[src/dmx_pkg.sv]
package dmx_pkg;

  // ***********************************************************
  // Encodings
  // ***********************************************************
  localparam logic [5:0] DMX_COPY_FILE_CODE   = 6'h14;
  localparam logic [6:0] DMX_ACC_TO_FILE_CODE = 7'h37;
  localparam logic [7:0] DMX_BANK_LOAD_CODE   = 8'h01;
  localparam logic [7:0] DMX_LIT_TO_ACC_CODE  = 8'h0e;
  localparam logic [3:0] DMX_MOVE_SRC_CODE    = 4'hc;
  localparam logic [3:0] DMX_MOVE_DST_CODE    = 4'hf;

  // ***********************************************************
  // Field positions
  // ***********************************************************
  localparam int DMX_ACCESS_BIT = 8;
  localparam int DMX_DEST_BIT   = 9;

  // ***********************************************************
  // Address map
  // ***********************************************************
  localparam logic [11:0] DMX_ACC_ADDR      = 12'hfe8;
  localparam logic [7:0]  DMX_ACCESS_SPLIT  = 8'h80;
  localparam logic [3:0]  DMX_ACCESS_HIBANK = 4'hf;
  localparam logic [3:0]  DMX_ACCESS_LOBANK = 4'h0;
  localparam logic [7:0]  DMX_INDEXED_MAX   = 8'h5f;
  localparam logic [3:0]  DMX_BANK_UPPER    = 4'h0;

  // ***********************************************************
  // Reset values
  // ***********************************************************
  localparam logic [7:0]  DMX_ACC_RESET  = 8'h00;
  localparam logic [7:0]  DMX_BANK_RESET = 8'h00;
  localparam logic [11:0] DMX_ADDR_RESET = 12'h000;
  localparam logic [7:0]  DMX_DATA_RESET = 8'h00;

  // ***********************************************************
  // Types
  // ***********************************************************
  typedef enum logic [3:0] {
    DMX_Q1 = 4'b0001,
    DMX_Q2 = 4'b0010,
    DMX_Q3 = 4'b0100,
    DMX_Q4 = 4'b1000
  } dmx_phase_t;

  typedef enum logic [1:0] {
    DMX_ST_NORMAL = 2'b01,
    DMX_ST_SECOND = 2'b10
  } dmx_state_t;

  typedef enum logic [6:0] {
    DMX_OP_NONE     = 7'b0000001,
    DMX_OP_COPY     = 7'b0000010,
    DMX_OP_MOVE_SRC = 7'b0000100,
    DMX_OP_MOVE_DST = 7'b0001000,
    DMX_OP_BANK     = 7'b0010000,
    DMX_OP_LIT      = 7'b0100000,
    DMX_OP_STORE    = 7'b1000000
  } dmx_op_t;

endpackage
[src/dmx_exec.sv]
// Contract
// - access bit 1 uses bank register
// - access bit 0 uses access bank
// - extended mode, f up to 95, indexed
// - two-word move spans full 12-bit space
// - words 1100/1111, copy byte, no flags
// - move reads first cycle, writes last phase
// - accumulator may be move source or target
// - bank load takes literal, no flags
// - bank register upper nibble stays zero
// - store accumulator to file, no flags
// - destination bit picks accumulator or file
module dmx_exec
  import dmx_pkg::*;
(
  input  wire logic        clock_i,
  input  wire logic        reset_i,
  input  wire logic [15:0] instr_i,
  input  wire logic        instr_valid_i,
  input  wire logic        ext_enable_i,
  input  wire logic [11:0] index_base_i,
  input  wire logic [7:0]  mem_rdata_i,
  output logic      [11:0] mem_addr_o,
  output logic             mem_rd_o,
  output logic             mem_wr_o,
  output logic      [7:0]  mem_wdata_o,
  output logic      [7:0]  acc_o,
  output logic      [7:0]  bank_select_reg_o,
  output logic             flag_we_o,
  output logic             flag_zero_o,
  output logic             flag_neg_o,
  output logic             second_word_o,
  output dmx_phase_t       phase_o
);

  // ***********************************************************
  // State
  // ***********************************************************
  dmx_state_t  state;
  dmx_state_t  next_state;
  dmx_op_t     op;
  dmx_op_t     next_op;
  logic        dest_file;
  logic        next_dest_file;
  logic        src_acc;
  logic        next_src_acc;
  logic [7:0]  literal;
  logic [7:0]  next_literal;
  logic [7:0]  data;
  logic [7:0]  next_data;
  logic [11:0] next_mem_addr;
  logic        next_mem_rd;
  logic        next_mem_wr;
  logic [7:0]  next_mem_wdata;
  logic [7:0]  next_acc;
  logic [7:0]  next_bank;
  logic        next_flag_we;
  logic        next_flag_zero;
  logic        next_flag_neg;
  logic [11:0] file_addr;
  logic [11:0] move_addr;

  // ***********************************************************
  // Phase sequencer and address former
  // ***********************************************************
  dmx_phase_gen u_phase (
    .clock_i (clock_i),
    .reset_i (reset_i),
    .phase_o (phase_o)
  );

  dmx_file_addr u_addr (
    .file_i       (instr_i[7:0]),
    .access_i     (instr_i[DMX_ACCESS_BIT]),
    .bank_i       (bank_select_reg_o[3:0]),
    .ext_enable_i (ext_enable_i),
    .index_base_i (index_base_i),
    .addr_o       (file_addr)
  );

  assign move_addr = instr_i[11:0];

  // ***********************************************************
  // Next-value logic
  // ***********************************************************
  always_comb begin
    next_state     = state;
    next_op        = op;
    next_dest_file = dest_file;
    next_src_acc   = src_acc;
    next_literal   = literal;
    next_data      = data;
    next_mem_addr  = mem_addr_o;
    next_mem_rd    = mem_rd_o;
    next_mem_wr    = mem_wr_o;
    next_mem_wdata = mem_wdata_o;
    next_acc       = acc_o;
    next_bank      = bank_select_reg_o;
    next_flag_we   = 1'b0;
    next_flag_zero = flag_zero_o;
    next_flag_neg  = flag_neg_o;
    case (phase_o)
      DMX_Q1: begin
        next_mem_wr = 1'b0;
        next_mem_rd = 1'b0;
        if (state == DMX_ST_SECOND) begin
          next_state = DMX_ST_NORMAL;
          if (instr_valid_i && (instr_i[15:12] == DMX_MOVE_DST_CODE)) begin
            next_op       = DMX_OP_MOVE_DST;
            next_mem_addr = move_addr;
          end else begin
            next_op = DMX_OP_NONE;
          end
        end else if (!instr_valid_i) begin
          next_op = DMX_OP_NONE;
        end else if (instr_i[15:10] == DMX_COPY_FILE_CODE) begin
          next_op        = DMX_OP_COPY;
          next_mem_addr  = file_addr;
          next_dest_file = instr_i[DMX_DEST_BIT];
          next_src_acc   = (file_addr == DMX_ACC_ADDR);
          next_mem_rd    = (file_addr != DMX_ACC_ADDR);
        end else if (instr_i[15:9] == DMX_ACC_TO_FILE_CODE) begin
          next_op        = DMX_OP_STORE;
          next_mem_addr  = file_addr;
          next_dest_file = (file_addr != DMX_ACC_ADDR);
        end else if (instr_i[15:12] == DMX_MOVE_SRC_CODE) begin
          next_op       = DMX_OP_MOVE_SRC;
          next_mem_addr = move_addr;
          next_src_acc  = (move_addr == DMX_ACC_ADDR);
          next_mem_rd   = (move_addr != DMX_ACC_ADDR);
        end else if (instr_i[15:8] == DMX_BANK_LOAD_CODE) begin
          next_op      = DMX_OP_BANK;
          next_literal = instr_i[7:0];
        end else if (instr_i[15:8] == DMX_LIT_TO_ACC_CODE) begin
          next_op      = DMX_OP_LIT;
          next_literal = instr_i[7:0];
        end else begin
          next_op = DMX_OP_NONE;
        end
      end
      DMX_Q2: begin
        next_mem_rd = 1'b0;
        if ((op == DMX_OP_COPY) || (op == DMX_OP_MOVE_SRC)) begin
          next_data = src_acc ? acc_o : mem_rdata_i;
        end
      end
      DMX_Q3: begin
        case (op)
          DMX_OP_COPY: begin
            // write back only for bit 1
            if (dest_file && !src_acc) begin
              next_mem_wr    = 1'b1;
              next_mem_wdata = data;
            end
          end
          DMX_OP_STORE: begin
            if (dest_file) begin
              next_mem_wr    = 1'b1;
              next_mem_wdata = acc_o;
            end
          end
          DMX_OP_MOVE_DST: begin
            // write in last phase, no dummy read
            if (mem_addr_o != DMX_ACC_ADDR) begin
              next_mem_wr    = 1'b1;
              next_mem_wdata = data;
            end
          end
          default: begin
            next_mem_wr = 1'b0;
          end
        endcase
      end
      DMX_Q4: begin
        next_mem_wr = 1'b0;
        case (op)
          DMX_OP_COPY: begin
            // bit 0 sends result to accumulator
            if (!dest_file || src_acc) begin
              next_acc = data;
            end
            next_flag_we   = 1'b1;
            next_flag_zero = (data == 8'h00);
            next_flag_neg  = data[7];
          end
          DMX_OP_MOVE_SRC: begin
            next_state = DMX_ST_SECOND;
          end
          DMX_OP_MOVE_DST: begin
            if (mem_addr_o == DMX_ACC_ADDR) begin
              next_acc = data;
            end
          end
          DMX_OP_BANK: begin
            next_bank = {DMX_BANK_UPPER, literal[3:0]};
          end
          DMX_OP_LIT: begin
            next_acc = literal;
          end
          default: begin
            next_acc = acc_o;
          end
        endcase
      end
      default: begin
        next_mem_rd = 1'b0;
        next_mem_wr = 1'b0;
      end
    endcase
  end

  // ***********************************************************
  // Registers
  // ***********************************************************
  always_ff @(posedge clock_i) begin
    if (reset_i) begin
      state             <= DMX_ST_NORMAL;
      op                <= DMX_OP_NONE;
      dest_file         <= 1'b0;
      src_acc           <= 1'b0;
      literal           <= DMX_DATA_RESET;
      data              <= DMX_DATA_RESET;
      mem_addr_o        <= DMX_ADDR_RESET;
      mem_rd_o          <= 1'b0;
      mem_wr_o          <= 1'b0;
      mem_wdata_o       <= DMX_DATA_RESET;
      acc_o             <= DMX_ACC_RESET;
      bank_select_reg_o <= DMX_BANK_RESET;
      flag_we_o         <= 1'b0;
      flag_zero_o       <= 1'b0;
      flag_neg_o        <= 1'b0;
      second_word_o     <= 1'b0;
    end else begin
      state             <= next_state;
      op                <= next_op;
      dest_file         <= next_dest_file;
      src_acc           <= next_src_acc;
      literal           <= next_literal;
      data              <= next_data;
      mem_addr_o        <= next_mem_addr;
      mem_rd_o          <= next_mem_rd;
      mem_wr_o          <= next_mem_wr;
      mem_wdata_o       <= next_mem_wdata;
      acc_o             <= next_acc;
      bank_select_reg_o <= next_bank;
      flag_we_o         <= next_flag_we;
      flag_zero_o       <= next_flag_zero;
      flag_neg_o        <= next_flag_neg;
      second_word_o     <= (next_state == DMX_ST_SECOND);
    end
  end

endmodule

[src/dmx_file_addr.sv]
module dmx_file_addr
  import dmx_pkg::*;
(
  input  wire logic [7:0]  file_i,
  input  wire logic        access_i,
  input  wire logic [3:0]  bank_i,
  input  wire logic        ext_enable_i,
  input  wire logic [11:0] index_base_i,
  output logic      [11:0] addr_o
);

  // ***********************************************************
  // File register address forming
  // ***********************************************************
  always_comb begin
    if (access_i) begin
      addr_o = {bank_i, file_i};
    end else if (ext_enable_i && (file_i <= DMX_INDEXED_MAX)) begin
      addr_o = index_base_i + {4'h0, file_i};
    end else if (file_i < DMX_ACCESS_SPLIT) begin
      addr_o = {DMX_ACCESS_LOBANK, file_i};
    end else begin
      addr_o = {DMX_ACCESS_HIBANK, file_i};
    end
  end

endmodule

[src/dmx_phase_gen.sv]
module dmx_phase_gen
  import dmx_pkg::*;
(
  input  wire logic       clock_i,
  input  wire logic       reset_i,
  output dmx_phase_t      phase_o
);

  dmx_phase_t next_phase;

  // ***********************************************************
  // Four-phase sequencer
  // ***********************************************************
  always_comb begin
    case (phase_o)
      DMX_Q1:  next_phase = DMX_Q2;
      DMX_Q2:  next_phase = DMX_Q3;
      DMX_Q3:  next_phase = DMX_Q4;
      DMX_Q4:  next_phase = DMX_Q1;
      default: next_phase = DMX_Q1;
    endcase
  end

  always_ff @(posedge clock_i) begin
    if (reset_i) begin
      phase_o <= DMX_Q1;
    end else begin
      phase_o <= next_phase;
    end
  end

endmodule

[config.mk]
export PLATFORM = sky130hd
export DESIGN_NAME = dmx_exec
export DESIGN_NICKNAME = d
export VERILOG_FILES = /design/src/dmx_pkg.sv /design/src/dmx_exec.sv /design/src/dmx_file_addr.sv /design/src/dmx_phase_gen.sv
export SDC_FILE = /design/constraint.sdc
export NUM_CORES = 1
export LEC_CHECK = 0
export BUFFER_PORTS_ARGS = -buffer_cell sky130_fd_sc_hd__buf_2
export CORE_ASPECT_RATIO = 0.75
export CORE_MARGIN = 2
export CORE_UTILIZATION = 55
export CTS_CLUSTER_SIZE = 28
export DETAILED_ROUTE_END_ITERATION = 12
export GPL_ROUTABILITY_DRIVEN = 1
export PLACE_DENSITY = 0.78
export SLEW_MARGIN = 15
export SYNTH_ARGS = -nofsm -noshare
export SYNTH_HDL_FRONTEND = slang
export SYNTH_SLANG_ARGS = --single-unit
[constraint.sdc]
create_clock -name clock_i -period 3.3 [get_ports clock_i]
set_clock_uncertainty 0.1 [all_clocks]
set_input_delay 0.495 -clock clock_i [delete_from_list [all_inputs] [get_ports clock_i]]
set_output_delay 0.495 -clock clock_i [all_outputs]
set_load 0.005 [all_outputs]
Word level (Yosys, flattened, before mapping):

Index checks and enable logic that the tools add are counted.
Widths: inputs -> output; s select.

* add/sub/neg operators: 1
* order comparisons: 2
* eq/ne operators: 34
* multiplexer cells: 48
* bitwise logic cells: 6
* reduce and logical (&&, ||, !) cells: 27

Operators with widths (count)
* $mux 12: 9
* $mux 8: 8
* $pmux 8 s3: 2
* $eq 12x12->1 const B: 3
* $ne 12x12->1 const B: 3
* $mux 7: 4
* $mux 6: 3
* $reduce_and 4->1: 4
* $eq 7x6->1 const B: 2
* $mux 1: 14
* $add 12x8->12: 1
* $eq 4x4->1 const B: 3
* $pmux 4 s3: 1
* $reduce_and 5->1: 2
* $ne 3x3->1 const B: 3
* $eq 8x1->1 const B: 1
* $eq 8x4->1 const B: 1
* $le 8x7->1 const B: 1
* $logic_not 8->1: 1
* $lt 8x8->1 const B: 1
* $ne 2x2->1 const B: 4
* $reduce_bool 2->1: 4
* $eq 7x2->1 const B: 1
* $eq 7x3->1 const B: 1
* 23 further kinds: 41

* register bits: 69
* input bits: 40
* word-level logic and storage cells: 135

Longest topological paths before layout:

* depth in word-level cells: 9
* mapped depth: 9

Cells and area by module:

Synthesis repeated with hierarchy kept, for this count alone.

* cells, all modules: 452
* area total of the unflattened synthesis: 4127.7 sq um

Modules (own cells, without submodules)
* dmx_exec: times used 1, cells an instance 363, area each 3437.0 sq um, seq. area each 1301.2 sq um
* dmx_file_addr: times used 1, cells an instance 77, area each 548.0 sq um, seq. area each 0.0 sq um
* dmx_phase_gen: times used 1, cells an instance 12, area each 142.6 sq um, seq. area each 80.1 sq um

Least setup slack after synthesis:

OpenSTA, ideal clock, no wires.

* kind: input to register
* start point: input port instr_i[0]
* end point: register src_acc
* setup time: 62 ps
* data arrival time: 2615 ps
* path slack: 523 ps
* cell stages on the path: 9
* buffers on the path: 0
* path through: ha_1 > fa_1 > a211oi_1 > o211ai_1 > a21oi_1 > xnor2_1 > o211ai_1 > or4_1 > nand3_1

* cells in the longest elaborated chain, start to end: 6
* elaborated cells between the ends (all ways): 12
* classes of those cells: add/sub: 1; order compare: 2; eq/ne: 2; mux: 6; reduce/logical: 1

Ends and longest elaborated chain
* start, declared: RTL line dmx_exec.sv:18 `input wire logic [15:0] instr_i,`
* $lt 8x8->1 or $le 8x7->1 (tied branches): RTL line dmx_file_addr.sv:20, dmx_file_addr.sv:18
* $mux 12 or $logic_and 1x1->1 (tied branches): RTL line dmx_file_addr.sv:20, dmx_file_addr.sv:18
* $mux 12: RTL line dmx_file_addr.sv:18 `end else if (ext_enable_i && (file_i <= DMX_INDEXED_MAX)) begin`
* $mux 12: RTL line dmx_file_addr.sv:16 `if (access_i) begin`
* $eq 12x12->1: RTL line dmx_exec.sv:120 `next_src_acc = (file_addr == DMX_ACC_ADDR);`
* $mux 1 (*): RTL line dmx_exec.sv:116 `end else if (instr_i[15:10] == DMX_COPY_FILE_CODE) begin`
* end signal, assigned: RTL line dmx_exec.sv:237 `src_acc <= next_src_acc;`
* end, declared: RTL line dmx_exec.sv:45 `logic src_acc;`

Every way passes the cells marked *; elsewhere a longest branch is shown, timed or not. The select of a mux whose other input is x is not followed.
A chain may end at the register's enable or synchronous reset.

Final worst setup path:

* start point: input port instr_i[0]
* end point: register mem_rd_o

* cells in the longest elaborated chain, start to end: 9
* elaborated cells between the ends (all ways): 15
* classes of those cells: add/sub: 1; order compare: 2; eq/ne: 2; mux: 9; reduce/logical: 1

Ends and longest elaborated chain
* $lt 8x8->1 or $le 8x7->1 (tied branches): RTL line dmx_file_addr.sv:20, dmx_file_addr.sv:18
* $mux 12 or $logic_and 1x1->1 (tied branches): RTL line dmx_file_addr.sv:20, dmx_file_addr.sv:18
* $mux 12: RTL line dmx_file_addr.sv:18
* $mux 12: RTL line dmx_file_addr.sv:16
* $ne 12x12->1: RTL line dmx_exec.sv:121 `next_mem_rd = (file_addr != DMX_ACC_ADDR);`
* $mux 1 (*): RTL line dmx_exec.sv:116
* $mux 1 (*): RTL line dmx_exec.sv:114 `end else if (!instr_valid_i) begin`
* $mux 1 (*): RTL line dmx_exec.sv:106 `if (state == DMX_ST_SECOND) begin`
* $pmux 1 s2 (*): RTL line dmx_exec.sv:102 `case (phase_o)`
* end signal, assigned: RTL line dmx_exec.sv:241 `mem_rd_o <= next_mem_rd;`
* end, declared: RTL line dmx_exec.sv:24 `output logic mem_rd_o,`

Every way passes the cells marked *; elsewhere a longest branch is shown, timed or not.

==> metrics <==
number of violations reported at the end of detailed-routing iteration 0 290; clock tree from TritonCTS yes; instance count along the most critical hold path 3; routed vias/inst ~6; class of the tightest hold or removal check primary input to register; leading register cell type out of synthesis sky130_fd_sc_hd__dfxtp_1; total number of yosys warnings 0; count of TritonRoute iterations in the first routing pass 6; portion of total power attributed to sequential cells 0.455; number of buffers added on ports 81; DR DRC count 0; largest net degree at the start of global routing 57; number of slew-limit violations in the final report 0; share of async-settable or async-resettable flops after synthesis 0; placed wire-length estimate approximately 8600 µm; Total Nets Final 611; maximum operating frequency 0.3317 GHz; actual slew at the worst max-slew pin 715.4 ps; Die Outline Area around 8000 µm²; antenna violation net count after detailed routing 0; met1 layer usage reported by global route 0.4132; library cells used by synthesis 67; Fin Setup TNS 0 ps; end of the worst register-to-register path acc_o[6]; wire length of the first global-routing pass 18470 µm; final count of negative-setup-slack endpoints 0; outcome finished clean; relative slew slack 0.5218; arrival time of data at the critical path endpoint roughly 3100 ps; Wirelength per Cell approximately 17 µm; die boundary height 78.63 µm; area of placed instances around 4600 µm²; FF-to-FF Start op[1]; combinational fraction of design power 0.164; starting utilization of the core area 0.5623; Avg Synthesized Cell Area 8.438 µm²; Leak 1.944 nW; Final GP Congestion 0.9702; startpoint class of the critical path primary input; # hold bufs at CTS 0; number of gates given a new drive strength after cts 0; clock root buffer master sky130_fd_sc_hd__clkbuf_8; Core Rows 27; sequential area share after synthesis 0.3382; Internal approximately 1.3 mW; Sw Share 0.3019; maximum net fanout on the critical path 4; fill count 657; post-synthesis register bit count 69; Syn Inst Count 484; CP endpoint kind register; switching power summed over all nets 0.5735 mW; antenna diode instance count 0; number of antenna violations at the first check in global routing 0; fraction of met3 tracks used by global routing 0.06063; post-CTS setup buffer count 0; number of buffers inserted during clock tree synthesis 9; required time of the critical path approximately 3400 ps; end point of the critical path mem_rd_o; crit path time final 3015 ps; area inside the core boundary 7263 µm²; worst ir drop on vdd around 300 µV; netlist area before placement 4084 µm²; growth of design area from synthesis to finish 16.88%; grt ovf 0; Post-synth EDFFs 0; clock latency of the later-clocked register in the worst-skew pair 350 ps; Worst Reg-to-Reg Cells 6; overall global routing resource usage 0.2845; Clock Power Share 0.381; clock slew at the register clock pins of the worst setup and hold paths ~80 ps; share of final-layout standard cells stronger than drive strength 1 0.2416; setup repair after global routing missed its margin false; number of primary I/O pins 86; number of clock sinks seen by CTS 69; area of the multi-input gates approximately 2600 µm²; Routed Wire Length around 11000 µm; final cycle utilization of the critical path 0.9137; worst setup path class primary input to register; Critical Path Start instr_i[0]; area of all sequential standard cells 1381 µm²; total number of vias roughly 4k; final design instance area without fill 4773 µm²; busiest layer in global routing met2; Longest Clk Path Bufs 2; width of the chip 103.5 µm; flop-to-flop setup slack 830 ps; number of global-route vias before repair 3653; maxcap violations 0; H-tree Lvls 3; Hold Fails Final Rpt 0; grt met2 use 0.4305; power per cell area 397.9 nW/µm²
## power by group through the flow
stage	combinational (mW)	clock, mW	sequential, mW
final	0.311	0.724	0.865
after global routing	0.344	0.774	0.868
after CTS	0.304	0.740	0.864
after detailed placement	0.303	0	0.884
after global placement	0.300	0	0.883
after floorplan	0.202	0	0.881
## through the flow
step	setup WS (ps)	std cells	util	hold WS, ps	total power, mW
final	284.8	668	0.6572	348.7	1.899
after global routing	67.50	668	0.6572	348.2	1.986
after CTS	361.6	668	0.6572	339.1	1.908
after detailed placement	6.380	652	0.6288	347.6	1.187
after global placement	103.8	652	0.6288	344.8	1.183
after floorplan	523.3	487	-	352.7	1.083
## layout by cell type (no fill, tap or decap), drive strengths merged, types with 6 or more instances in the layout
| master | instances |
|---|---|
| nand2 | 33 |
| nand3b | 8 |
| nor2 | 83 |
| nor4 | 10 |
| ha | 8 |
| a21o | 6 |
| nor3 | 17 |
| buf | 90 |
| clkbuf | 9 |
| mux2i | 41 |
| a211oi | 13 |
| dfxtp | 69 |
| o21ai | 22 |
| mux2 | 16 |
| nand3 | 12 |
| a21oi | 27 |
| inv | 10 |
| nor2b | 7 |
## critical path: stages
cell                        delay [ps]
sky130_fd_sc_hd__buf_2             120
sky130_fd_sc_hd__ha_1              240
sky130_fd_sc_hd__fa_1              420
sky130_fd_sc_hd__a211oi_1          420
sky130_fd_sc_hd__o21ai_0           190
sky130_fd_sc_hd__mux2i_1           140
sky130_fd_sc_hd__o21ai_0           330
sky130_fd_sc_hd__nand3_1           150
sky130_fd_sc_hd__a2111oi_1         470
sky130_fd_sc_hd__o21ai_1           140
## how the worst min path moves through the flow
| stage | start | endpoint | slack (ps) |
|---|---|---|---|
| finish | instr_i[0] | literal[0] | 350 |
| global route | instr_i[2] | literal[2] | 350 |
| CTS | instr_i[0] | literal[0] | 340 |
| detailed placement | mem_wr_o | mem_wr_o | 350 |
| global placement | mem_wr_o | mem_wr_o | 340 |
| floorplan | flag_zero_o | flag_zero_o | 350 |
## synthesized netlist by cell type (2+ instances only)
cell	number	area share
sky130_fd_sc_hd__nand4bb_1	2	0.0055
sky130_fd_sc_hd__buf_2	6	0.0074
sky130_fd_sc_hd__o2111ai_1	3	0.0064
sky130_fd_sc_hd__a21bo_2	2	0.0049
sky130_fd_sc_hd__xor2_1	3	0.0064
sky130_fd_sc_hd__nand4_1	3	0.0046
sky130_fd_sc_hd__nor2_1	83	0.076
sky130_fd_sc_hd__o211ai_1	5	0.0092
sky130_fd_sc_hd__dfxtp_1	69	0.34
sky130_fd_sc_hd__and2_1	2	0.0031
sky130_fd_sc_hd__nor4_4	2	0.010
sky130_fd_sc_hd__nor4b_2	2	0.0074
sky130_fd_sc_hd__nor4b_1	2	0.0043
sky130_fd_sc_hd__clkbuf_1	14	0.013
sky130_fd_sc_hd__o21ai_1	2	0.0025
sky130_fd_sc_hd__or4_1	2	0.0037
sky130_fd_sc_hd__o21bai_1	3	0.0055
sky130_fd_sc_hd__ha_1	8	0.025
sky130_fd_sc_hd__nand2b_1	5	0.0077
sky130_fd_sc_hd__a2111oi_0	2	0.0043
sky130_fd_sc_hd__a21o_1	5	0.0092
sky130_fd_sc_hd__a311oi_1	3	0.0064
sky130_fd_sc_hd__nand3_1	12	0.015
sky130_fd_sc_hd__a22oi_1	2	0.0037
sky130_fd_sc_hd__o21ai_0	20	0.025
sky130_fd_sc_hd__mux2i_1	41	0.10
sky130_fd_sc_hd__or3_1	3	0.0046
sky130_fd_sc_hd__buf_4	4	0.0074
sky130_fd_sc_hd__nor2b_1	7	0.011
sky130_fd_sc_hd__nand4b_1	3	0.0064
sky130_fd_sc_hd__xnor2_1	5	0.011
sky130_fd_sc_hd__inv_1	6	0.0055
sky130_fd_sc_hd__and3_1	2	0.0031
sky130_fd_sc_hd__nand2_1	33	0.030
sky130_fd_sc_hd__a211o_1	3	0.0064
sky130_fd_sc_hd__a21oi_1	27	0.033
sky130_fd_sc_hd__a211oi_1	13	0.024
sky130_fd_sc_hd__nand3b_1	8	0.015
sky130_fd_sc_hd__nor4_1	8	0.012
sky130_fd_sc_hd__nor3_4	2	0.0080
sky130_fd_sc_hd__mux2_2	16	0.044
sky130_fd_sc_hd__o22ai_1	2	0.0031
sky130_fd_sc_hd__nor3_1	15	0.018
## state kept, by name, indices dropped and copies added (netlist names), 2 cells and up
signal and count:
literal 8, mem_addr_o 12, op 7, data 8, u_phase.phase_o 4, acc_o 8
state 2, mem_wdata_o 8, bank_select_reg_o 4
## kinds of logic (layout without fill, tap and decap cells)
logic type | count (synthesis) | in the layout | share of synthesized area
AND/OR/NAND/NOR | 202 | 202 | 0.2607
AO/OA/AOI/OAI | 105 | 105 | 0.1713
flip-flops | 69 | 69 | 0.3382
multiplexers | 57 | 57 | 0.1446
buffers and inverters | 33 | 113 | 0.03768
adder cells (fa/ha/maj) | 9 | 9 | 0.02941
XOR/XNOR | 8 | 8 | 0.01716
other | 1 | 4 | 0.0009182
## area by class of cell
class	instances	share of cell area
sequential	69	0.2894
inverter	7	0.005505
tap	101	0.02647
multi-input combinational	385	0.5363
timing repair buffer	90	0.09908
clock buffer	9	0.02595
clock inverter	7	0.01730
## metal layers
metal	routed length (µm)	share of wire
met1	5364	0.47
met3	991	0.088
met5	0	0
met4	137	0.012
met2	4816	0.43
Note: power is estimated with default switching activity, not from simulation.
